$ cat src/rtl/dlsc_pkg.sv
package dlsc_pkg;

  // ********************************
  // Register map (offsets are register indices; byte address = 4 * index)
  // ********************************
  localparam logic [7:0] IDX_STATUS   = 8'h5A;
  localparam logic [7:0] IDX_CONTROL1 = 8'h5B;
  localparam logic [7:0] IDX_CONTROL2 = 8'h5C;
  localparam logic [7:0] IDX_PORT_SEL = 8'h60;
  localparam logic [7:0] IDX_IRQ_STS  = 8'h61;
  localparam logic [7:0] IDX_IRQ_MASK = 8'h62;
  localparam logic [7:0] IDX_LOW_FREQUENCY_LIMIT = 8'h63;

  // ********************************
  // Field positions
  // ********************************
  localparam int STS_LINK_RDY  = 7;
  localparam int STS_TX_LOCK   = 6;
  localparam int STS_MODE_HI   = 5;
  localparam int STS_MODE_LO   = 4;
  localparam int STS_CLK_DET   = 3;
  localparam int STS_NO_CLK    = 1;
  localparam int STS_FREQ_STBL = 0;
  localparam int C1_CABLE      = 7;
  localparam int C1_SWAP       = 6;
  localparam int C1_PLL_RST    = 5;
  localparam int C1_FD_SRC     = 4;
  localparam int C2_SWAP_DIS   = 7;
  localparam int C2_THR_HI     = 4;
  localparam int C2_THR_LO     = 3;

  // ********************************
  // Reset values
  // ********************************
  localparam logic [7:0] RST_STATUS   = 8'h00;
  localparam logic [7:0] RST_LOW_FREQUENCY_LIMIT = 8'h08;
  localparam logic [1:0] RST_THR      = 2'h0;

  // ********************************
  // Port modes
  // ********************************
  localparam logic [1:0] MODE_DUAL  = 2'h0;
  localparam logic [1:0] MODE_PORT0 = 2'h1;
  localparam logic [1:0] MODE_PORT1 = 2'h2;
  localparam logic [1:0] MODE_BOTH  = 2'h3;

  // ********************************
  // Stability timing at 100 MHz
  // ********************************
  localparam int CLK_MHZ        = 100;
  localparam int STBL_US_0      = 40;
  localparam int STBL_US_1      = 80;
  localparam int STBL_US_2      = 320;
  localparam int STBL_US_3      = 1280;
  localparam int STBL_CYC_0     = STBL_US_0 * CLK_MHZ;
  localparam int STBL_CYC_1     = STBL_US_1 * CLK_MHZ;
  localparam int STBL_CYC_2     = STBL_US_2 * CLK_MHZ;
  localparam int STBL_CYC_3     = STBL_US_3 * CLK_MHZ;
  localparam int STBL_W         = 18;

  // ********************************
  // Per-port status from the link and clock logic
  // ********************************
  typedef struct packed {
    logic       link_ready;
    logic       tx_active;
    logic       rx_locked;
    logic       video_valid;
    logic       mode_ok;
    logic [1:0] port_mode;
    logic       clk_detect;
    logic       freq_in_range;
    logic       freq_above_low;
    logic       freq_change;
  } dlsc_port_s;

  typedef struct packed {
    logic [7:0] adr;
    logic [7:0] dat;
    logic       we;
    logic       sel;
  } dlsc_req_s;

endpackage : dlsc_pkg

$ cat src/rtl/dlsc_regs.sv
`timescale 1ns/1ns
// How it works
// - Link-ready bit sets once downstream link found and capabilities known.
// - Transmit-status bit high only while transmitter active and receiver locked.
// - Transmit-status waits for valid video and correct single or dual mode.
// - Port-mode field meaningful only while transmit-status reads one.
// - Port-mode: 00 dual, 01 port0, 10 port1, 11 both ports.
// - Clock-detect bit mirrors the input PLL's clock-detect indication.
// - No-clock bit set when no input clock above programmed low limit.
// - Frequency-stable bit set when the detector finds the clock stable.
// - In independent mode status shows the selected port only.
// - Cable-type bit: 0 twisted pair, 1 coaxial.
// - Cable-type bit loaded from strap pin after reset; software may rewrite.
// - Swap bit shows swap state; software writes only with auto-correct off.
// - With reset-on-change set, each frequency change on the selected port pulses the PLL reset.
// - Detector source: 0 raw input clock, 1 PLL output clock.
// - Swap-correction disable bit stops auto-correct and unlocks swap writes.
// - Stable only after staying in range 40us, 80us, 320us or 1.28ms.
module dlsc_regs
  import dlsc_pkg::*;
(
  input  wire logic       clk,
  input  wire logic       rst_b,
  input  wire logic [7:0] wb_adr_i,
  input  wire logic [7:0] wb_dat_i,
  output logic      [7:0] wb_dat_o,
  input  wire logic       wb_we_i,
  input  wire logic [0:0] wb_sel_i,
  input  wire logic       wb_cyc_i,
  input  wire logic       wb_stb_i,
  output logic            wb_ack_o,
  input  wire dlsc_port_s port0_i,
  input  wire dlsc_port_s port1_i,
  input  wire logic       independent_mode,
  input  wire logic       auto_swap_state,
  input  wire logic       cable_strap_pin,
  output logic            cable_type_select,
  output logic            link_swap,
  output logic            freq_detector_source,
  output logic            serial_pll_reset,
  output logic      [7:0] low_frequency_limit,
  output logic            irq
);

  // ********************************
  // Bus decode
  // ********************************
  dlsc_req_s  req;
  wire logic  bus_hit    = wb_cyc_i & wb_stb_i & ~wb_ack_o;
  assign req = '{adr: wb_adr_i, dat: wb_dat_i, we: wb_we_i, sel: wb_sel_i[0]};
  wire logic  wr_en      = bus_hit & req.we & req.sel;
  wire logic  wr_ctl1    = wr_en & (req.adr == IDX_CONTROL1);
  wire logic  wr_ctl2    = wr_en & (req.adr == IDX_CONTROL2);
  wire logic  wr_psel    = wr_en & (req.adr == IDX_PORT_SEL);
  wire logic  wr_ists    = wr_en & (req.adr == IDX_IRQ_STS);
  wire logic  wr_imsk    = wr_en & (req.adr == IDX_IRQ_MASK);
  wire logic  wr_flow    = wr_en & (req.adr == IDX_LOW_FREQUENCY_LIMIT);

  logic       cable_ff, swap_ff, pllrst_en_ff, src_ff;
  logic       swap_dis_ff, psel_ff, strap_done_ff;
  logic [1:0] thr_ff;
  logic [7:0] flow_ff, sts_ff, ists_ff, imsk_ff, rdat_ff;
  logic       ack_ff, irq_ff, pllrst_ff;
  logic [STBL_W-1:0] stbl_cnt_ff;
  logic       stable_ff;

  // ********************************
  // Selected port view
  // ********************************
  // selected port view
  wire dlsc_port_s sel_p = (independent_mode & psel_ff) ? port1_i : port0_i;

  // ********************************
  // Stability timer
  // ********************************
  logic [STBL_W-1:0] stbl_lim;
  assign stbl_lim = (thr_ff == 2'h0) ? STBL_W'(STBL_CYC_0) :
                    (thr_ff == 2'h1) ? STBL_W'(STBL_CYC_1) :
                    (thr_ff == 2'h2) ? STBL_W'(STBL_CYC_2) : STBL_W'(STBL_CYC_3);
  wire logic in_range  = sel_p.freq_in_range & sel_p.freq_above_low;
  wire logic stbl_hit  = (stbl_cnt_ff >= stbl_lim - STBL_W'(1));
  wire logic [STBL_W-1:0] nxt_stbl_cnt =
    !in_range ? '0 : (stbl_hit ? stbl_cnt_ff : stbl_cnt_ff + STBL_W'(1));

  always_ff @(posedge clk or negedge rst_b) begin
    if (!rst_b) begin
      stbl_cnt_ff <= '0;
      stable_ff   <= 1'b0;
    end else begin
      stbl_cnt_ff <= nxt_stbl_cnt;
      stable_ff   <= in_range & stbl_hit;
    end
  end

  // ********************************
  // Status word
  // ********************************
  logic [7:0] nxt_sts;
  logic       tx_lock;
  assign tx_lock = sel_p.tx_active & sel_p.rx_locked & sel_p.video_valid & sel_p.mode_ok;
  always_comb begin
    nxt_sts = RST_STATUS;
    nxt_sts[STS_LINK_RDY] = sel_p.link_ready;
    nxt_sts[STS_TX_LOCK]  = tx_lock;
    nxt_sts[STS_MODE_HI:STS_MODE_LO] = tx_lock ? sel_p.port_mode : MODE_DUAL;
    nxt_sts[STS_CLK_DET]  = sel_p.clk_detect;
    nxt_sts[STS_NO_CLK]   = ~sel_p.freq_above_low;
    nxt_sts[STS_FREQ_STBL] = stable_ff;
  end

  // ********************************
  // Interrupt status
  // ********************************
  // Events: link ready rise, lock rise, lock loss, stable rise
  logic [7:0] evt;
  assign evt = {4'h0, ~nxt_sts[STS_TX_LOCK] & sts_ff[STS_TX_LOCK],
                nxt_sts[STS_FREQ_STBL] & ~sts_ff[STS_FREQ_STBL],
                nxt_sts[STS_TX_LOCK] & ~sts_ff[STS_TX_LOCK],
                nxt_sts[STS_LINK_RDY] & ~sts_ff[STS_LINK_RDY]};
  // Set wins over write-one-to-clear
  wire logic [7:0] nxt_ists = evt | (ists_ff & ~(wr_ists ? req.dat : 8'h00));

  // ********************************
  // Control registers
  // ********************************
  // swap writable only when correction disabled
  wire logic nxt_swap = swap_dis_ff ? (wr_ctl1 ? req.dat[C1_SWAP] : swap_ff)
                                    : auto_swap_state;
  wire logic nxt_pllrst = pllrst_en_ff & sel_p.freq_change;

  always_ff @(posedge clk or negedge rst_b) begin
    if (!rst_b) begin
      cable_ff      <= 1'b0;
      strap_done_ff <= 1'b0;
      swap_ff       <= 1'b0;
      pllrst_en_ff  <= 1'b0;
      src_ff        <= 1'b0;
      swap_dis_ff   <= 1'b0;
      thr_ff        <= RST_THR;
      psel_ff       <= 1'b0;
      flow_ff       <= RST_LOW_FREQUENCY_LIMIT;
      imsk_ff       <= 8'h00;
    end else begin
      strap_done_ff <= 1'b1;
      if (!strap_done_ff) begin
        cable_ff <= cable_strap_pin;
      end else if (wr_ctl1) begin
        cable_ff <= req.dat[C1_CABLE];
      end
      swap_ff <= nxt_swap;
      if (wr_ctl1) begin
        pllrst_en_ff <= req.dat[C1_PLL_RST];
        src_ff       <= req.dat[C1_FD_SRC];
      end
      if (wr_ctl2) begin
        swap_dis_ff <= req.dat[C2_SWAP_DIS];
        thr_ff      <= req.dat[C2_THR_HI:C2_THR_LO];
      end
      if (wr_psel) psel_ff <= req.dat[0];
      if (wr_imsk) imsk_ff <= req.dat;
      if (wr_flow) flow_ff <= req.dat;
    end
  end

  // ********************************
  // Read mux and ack
  // ********************************
  logic [7:0] rmux;
  always_comb begin
    unique case (req.adr)
      IDX_STATUS:   rmux = sts_ff;
      IDX_CONTROL1: rmux = {cable_ff, swap_ff, pllrst_en_ff, src_ff, 4'h0};
      IDX_CONTROL2: rmux = {swap_dis_ff, 2'h0, thr_ff, 3'h0};
      IDX_PORT_SEL: rmux = {7'h00, psel_ff};
      IDX_IRQ_STS:  rmux = ists_ff;
      IDX_IRQ_MASK: rmux = imsk_ff;
      IDX_LOW_FREQUENCY_LIMIT: rmux = flow_ff;
      default:      rmux = 8'h00;
    endcase
  end

  always_ff @(posedge clk or negedge rst_b) begin
    if (!rst_b) begin
      sts_ff    <= RST_STATUS;
      ists_ff   <= 8'h00;
      rdat_ff   <= 8'h00;
      ack_ff    <= 1'b0;
      irq_ff    <= 1'b0;
      pllrst_ff <= 1'b0;
    end else begin
      sts_ff    <= nxt_sts;
      ists_ff   <= nxt_ists;
      ack_ff    <= bus_hit;
      if (bus_hit) rdat_ff <= rmux;
      // Level irq, one cycle behind status
      irq_ff    <= |(ists_ff & imsk_ff);
      pllrst_ff <= nxt_pllrst;
    end
  end

  // ********************************
  // Outputs
  // ********************************
  assign wb_ack_o             = ack_ff;
  assign wb_dat_o             = rdat_ff;
  assign irq                  = irq_ff;
  assign serial_pll_reset     = pllrst_ff;
  assign cable_type_select    = cable_ff;
  assign link_swap            = swap_ff;
  assign freq_detector_source = src_ff;
  assign low_frequency_limit  = flow_ff;

endmodule : dlsc_regs

$ cat config.mk
export PLATFORM = sky130hd
export DESIGN_NAME = dlsc_regs
export DESIGN_NICKNAME = d
export VERILOG_FILES = /design/src/rtl/dlsc_pkg.sv /design/src/rtl/dlsc_regs.sv
export SDC_FILE = /design/constraint.sdc
export NUM_CORES = 1
export LEC_CHECK = 0
export BUFFER_PORTS_ARGS = -buffer_cell sky130_fd_sc_hd__buf_2
export CORE_MARGIN = 2
export CORE_UTILIZATION = 50
export DETAILED_ROUTE_END_ITERATION = 16
export GPL_TIMING_DRIVEN = 0
export MAX_ROUTING_LAYER = met4
export PLACE_DENSITY_LB_ADDON = 0.1
export REMOVE_ABC_BUFFERS = 1
export SLEW_MARGIN = 20
export SYNTH_ARGS = -nofsm -noshare
export SYNTH_HDL_FRONTEND = slang
export SYNTH_SLANG_ARGS = --single-unit
$ cat constraint.sdc
create_clock -name clk -period 2.3 [get_ports clk]
set_input_delay 0.23 -clock clk [delete_from_list [all_inputs] [get_ports clk]]
set_output_delay 0.23 -clock clk [all_outputs]
set_load 0.02 [all_outputs]
==> flow_summary.ini, run 1 <==
[outcome]
status = complete, no violations

[finish]
final_util_pct = 66.8
n_antenna_cell = 0
drive_gt1_share_pct = 41.2
area_growth_pct = 28.8
final_cell_area_mm2 = 0.00485
nets = 499

[yosys]
ys_seq_area_share_pct = 46.6
ys_seq_elements = 70
yosysWarnings = 0
avgSynthCellArea_um2 = 10.7
synthTopCellsByArea = dfrtp_1, mux2_2, ha_1, nand2_1, a21oi_1
async_flop_share_pct = 100
synth_edf_count = 0
synth_most_common_cell = dfrtp_1
netlist_area_mm2 = 0.00376
synth_flop_cell = dfrtp_1
synth_cell_type_count = 64
synth_top_area_share_pct = 45.9
yosys.area.top_type = dfrtp_1
synth_common_cells = dfrtp_1, nand2_1, a21oi_1, mux2_2, o21ai_0
syn_inst = 351

[global_route]
overflow = 0
grt_pass1_wl_um = 16000
grt_pass1_vias = 3124
grt_usage_pct = 25.4
grt_max_degree = 50
grt_antenna_before_repair = 0

[sta]
tns_ns = 0
worst_pin_slew_ns = 0.809
hold_viol_final = 0
period_share_pct = 99.9
worst_slack_ns = 0.00328
fmax_mhz = 435
whs_ns = 0.0785
slew_violations = 0
fin_skew_ns = 0.00735
fin_crit_ns = 2.30
rsz0062_at_grt = yes
relSlewSlack_pct = 45.7
setup_viol = 0

[route]
avgRoutedWirePerCell_um = 19.3
drc = 0
vias = 3331
viasPerCell = 6.13
drt-pass1-iter-count = 5
drt-total-wl_um = 10500
ant_nets = 0
drt_iter0_drc = 235

[clock_network]
cts_root_buf = clkbuf_8
cts_tree = yes
path_clk_slew_ns = 0.08
cts_buffers = 9
clock_path_buffers = 2
cts.htree.levels = 3
clock_latency_ns = 0.35
cts.sinks = 70

[worst_setup_path]
critPathArrivalTime_ns = 2.56
cp-end-kind = flip-flop
critPathRequiredTime_ns = 2.57
critical_path.max_fanout = 7
critPathLaunchType = flip-flop
critPathKind = reg -> reg

[hold_path]
worstHoldPathType = in -> reg

[die]
io_pins = 69
rows = 31
start_util_pct = 51.9
fp.dieW_um = 90.7
dieHeight_um = 90.7
coreArea_mm2 = 0.00725
die_area_mm2 = 0.00823

[placement]
hpwl_um = 6720
globalplace.congestion = 0.847
post-place-ws_ns = -0.377
dpl_cell_area_mm2 = 0.00420
io_buffers = 68

[job]
drv_cap = 0

[power_and_ir_drop]
ir_drop_v = 0.000310
leakage_nw = 2.25
power_density_mw_per_mm2 = 511
## worst max-delay path, stage by stage, from the launching register on
cell	delay [ns]
dfrtp_1	0.43
buf_6	0.16
nor2b_4	0.17
ha_4	0.22
a21oi_4	0.17
o21ai_4	0.10
a22o_4	0.32
or4_1	0.50
a21oi_1	0.14
## placed cells by master (no fill, tap or decap), types with 9 or more instances in the layout
cell      count
dfrtp_1      68
buf_2        67
nand2_1      32
mux2_2       23
a21oi_1      16
buf_4        14
o21ai_0      13
nand3_1      12
mux2i_1      12
nand4_1      11
o31ai_1      10
nor2_1        9
clkbuf_8      9
## per-stage QoR
step / instances / power [mW]
4_1_cts: 533 / 2.49
5_1_grt: 543 / 2.57
2_1_floorplan: 340 / 1.34
3_5_place_dp: 508 / 1.45
6_report: 543 / 2.48
3_3_place_gp: 507 / 1.45
## sequential cells by signal, indices dropped and copies added, names as in the netlist
register / cells
stbl_cnt_ff: 18
imsk_ff: 8
ists_ff: 8
low_frequency_limit: 8
wb_dat_o: 8
sts_ff: 7
thr_ff: 2
cable_type_select: 1
freq_detector_source: 1
irq: 1
link_swap: 1
pllrst_en_ff: 1
psel_ff: 1
serial_pll_reset: 1
stable_ff: 1
strap_done_ff: 1
swap_dis_ff: 1
wb_ack_o: 1
## per-layer routing
layer  up-vias  GRT usage, %  share of wire [%]
li1       1523             -                  -
met1      1638          36.6                 46
met2       154          36.5                 45
met3        16          3.92                7.4
met4         0          8.72                1.8
met5         -             -                  0
## area by class of cell
cell class | count | area, µm²
repair buffers | 85 | 500
multi-input cells | 264 | 2230
well taps | 99 | 124
fillers | 568 | 2410
flip-flops and latches | 70 | 1750
clock buffers | 9 | 124
inverters | 9 | 33.8
clock inverters | 7 | 80.1
## cells by family after synthesis
logic type	count (synthesis)	synth area share [%]
AOI/OAI and AO/OA	90	16.6
adders and majority gates	13	4.32
buffers and inverters	20	2.36
DFF	70	46.6
muxes	38	11.3
other	1	0.0997
and+or+nand+nor	119	18.7
## path summary, 6_finish.rpt
check                                      startpoint                          end  slack, ns  cells after the start
worst max-delay path            thr_ff[0]$_DFFE_PN0P_   stbl_cnt_ff[5]$_DFFE_PN0P_      0.003                      8
worst min-delay path                       port1_i[1]          sts_ff[1]$_DFF_PN0_       0.08                      2
worst max register to register  thr_ff[0]$_DFFE_PN0P_   stbl_cnt_ff[5]$_DFFE_PN0P_      0.003                      8
worst min register to register    stable_ff$_DFF_PN0_          sts_ff[0]$_DFF_PN0_       0.40                      0
max in group asynchronous                       rst_b        thr_ff[1]$_DFFE_PN0P_       1.44                      3
min in group asynchronous                       rst_b  stbl_cnt_ff[14]$_DFFE_PN0P_       0.30                      2
## report_power, final
part	switching [mW]	total, mW	leakage [nW]	internal (mW)
sequential	0.0130	1.26	0.935	1.25
combinational	0.110	0.182	1.21	0.0721
clock	0.521	1.03	0.0968	0.514
total	0.644	2.48	2.25	1.83
## repair_timing
item / 4_1_cts / 5_1_grt
buffers inserted: 6 / 9
hold buffers: 1 / 0
hold endpoints to repair: 20 / 0
pin swaps: 7 / 28
resized for setup: 17 / 39
cloned: 2 / 1
setup endpoints to repair: 16 / 19
Power figures use the tool's default switching activity.
==> run 2, diff against run 1 <==
--- a/config.mk
+++ b/config.mk
@@ -7,7 +7,7 @@
 export LEC_CHECK = 0
 export BUFFER_PORTS_ARGS = -buffer_cell sky130_fd_sc_hd__buf_2
 export CORE_MARGIN = 2
-export CORE_UTILIZATION = 50
+export CORE_UTILIZATION = 59
 export DETAILED_ROUTE_END_ITERATION = 16
 export GPL_TIMING_DRIVEN = 0
 export MAX_ROUTING_LAYER = met4
==> constraint.sdc (replaced) <==
create_clock -name clk -period 2.7 [get_ports clk]
set_input_delay 0.27 -clock clk [delete_from_list [all_inputs] [get_ports clk]]
set_output_delay 0.27 -clock clk [all_outputs]
set_load 0.02 [all_outputs]
==> run 2 against run 1 <==
Net effect: clock power is 17% lower; maximum frequency is 9.4% lower; power is 16% lower; utilization is 3.9 points higher; combinational power is 20% lower; first-iteration DRC count is 32% higher; clock-buffer cell count is 1 higher; global-route usage is 2.3 points higher; worst hold slack better by 0.056 ns; design area is 9.0% lower; worst setup slack better by 0.16 ns; register-to-register slack better by 0.16 ns; largest power group unchanged.
==> flow_summary.ini, run 2 (synthesized netlist as in run 1, its figures left out) <==
[route]
drt-pass1-iter-count = 5
viasPerCell = 6.28
avgRoutedWirePerCell_um = 18.0
vias = 3159
drt-total-wl_um = 9040
ant_nets = 0
drc = 0
drt_iter0_drc = 311

[placement]
io_buffers = 68
hpwl_um = 6480
globalplace.congestion = 0.943
dpl.cell_count = 486
dpl_cell_area_mm2 = 0.00417
post-place-ws_ns = 0.00943

[sta]
setup_viol = 0
period_share_pct = 93.9
hold_viol_final = 0
tns_ns = 0
rsz0062_at_grt = no
worst_slack_ns = 0.165
worst_pin_slew_ns = 0.782
relSlewSlack_pct = 47.5
fin_crit_ns = 2.54
slew_violations = 0
fin_skew_ns = 0.00961
fmax_mhz = 394

[die]
dieHeight_um = 83.9
rows = 29
fp.dieW_um = 83.9
start_util_pct = 60.3
die_area_mm2 = 0.00703
io_pins = 69
coreArea_mm2 = 0.00624

[worst_setup_path]
cp-end-kind = flip-flop
critPathLaunchType = flip-flop
critPathKind = reg -> reg
critPathRequiredTime_ns = 2.91
critical_path.max_fanout = 6
critPathArrivalTime_ns = 2.75
r2r-end = stbl_cnt_ff[13]$_DFFE_PN0P_
reg2reg_from = thr_ff[0]$_DFFE_PN0P_
reg2reg_slack_ns = 0.16
reg2regPathDepth = 7

[clock_network]
clock_path_buffers = 2
cts_tree = yes
cts_root_buf = clkbuf_8
path_clk_slew_ns = 0.07
cts_buffers = 9
cts.sinks = 70
clock_latency_ns = 0.35
cts.htree.levels = 3
cts_setup_buffers = 0

[hold_path]
min_to = sts_ff[1]$_DFF_PN0_
holdPathStages = 2
worstHoldPathType = in -> reg
hold_start = port1_i[1]

[finish]
final_util_pct = 70.7
n_antenna_cell = 0
drive_gt1_share_pct = 30.8
fin_cells = 503
area_growth_pct = 17.3
final_cell_area_mm2 = 0.00441
nets = 481
top_register = stbl_cnt_ff
final_cell_mix = dfrtp_1, buf_2, nand2_1
largest_reg_flops = 18
final_common_cell = dfrtp_1

[global_route]
grt_pass1_wl_um = 14900
grt_usage_pct = 27.6
grt_pass1_vias = 2992
grt_max_degree = 59
overflow = 0
grt_antenna_before_repair = 0

[power_and_ir_drop]
leakage_nw = 2.15
ir_drop_v = 0.000330
power_density_mw_per_mm2 = 469

[job]
drv_cap = 0

[outcome]
status = complete, no violations
==> run 2: worst max path at each step <==
stage	start	endpoint	slack, ns	cells past startpoint
floorplan	thr_ff[0]$_DFFE_PN0P_	stbl_cnt_ff[13]$_DFFE_PN0P_	0.39	7
global placement	thr_ff[0]$_DFFE_PN0P_	stbl_cnt_ff[16]$_DFFE_PN0P_	0.08	7
detailed placement	thr_ff[0]$_DFFE_PN0P_	stbl_cnt_ff[8]$_DFFE_PN0P_	0.009	7
CTS	thr_ff[0]$_DFFE_PN0P_	stbl_cnt_ff[5]$_DFFE_PN0P_	0.12	7
global route	thr_ff[0]$_DFFE_PN0P_	stbl_cnt_ff[8]$_DFFE_PN0P_	0.02	7
finish	thr_ff[0]$_DFFE_PN0P_	stbl_cnt_ff[13]$_DFFE_PN0P_	0.16	7
==> run 2: critical path, cell delays in order (launching register included) <==
cell	delay [ns]
dfrtp_1	0.43
nand2_1	0.16
ha_1	0.36
a21o_1	0.22
a211o_1	0.32
or4_4	0.56
o311ai_2	0.25
o41ai_2	0.11
==> run 2: routing by layer <==
layer / wire [µm] / track usage, %
met5: 0 / -
met4: 168 / 10.3
met2: 4070 / 38.9
met1: 4130 / 40.0
met3: 673 / 5.34
==> run 2: what timing repair did <==
action	CTS	global route
setup endpoints to repair	5	9
resized for setup	1	3
pin swaps	0	0
hold endpoints to repair	12	0
hold buffers	1	0
gates cloned	0	0
==> run 2: area by class of cell <==
class | instances | area (µm²)
tap | 77 | 96.3
multi-input combinational | 261 | 1950
inverter | 9 | 33.8
clock buffer | 10 | 138
timing repair buffer | 70 | 380
fill | 468 | 1830
sequential | 70 | 1750
clock inverter | 6 | 61.3
==> run 2: per-stage QoR <==
step	hold WS, ns	power, mW
floorplan	-0.0256	1.14
global placement	0.390	1.23
detailed placement	0.138	1.24
CTS	0.135	2.08
global route	0.149	2.15
finish	0.134	2.07
==> run 2: power by group <==
group	switching [mW]	leakage (nW)	internal [mW]
combinational	0.0875	1.11	0.0585
sequential	0.0115	0.936	1.06
clock	0.403	0.102	0.448
total	0.502	2.15	1.57
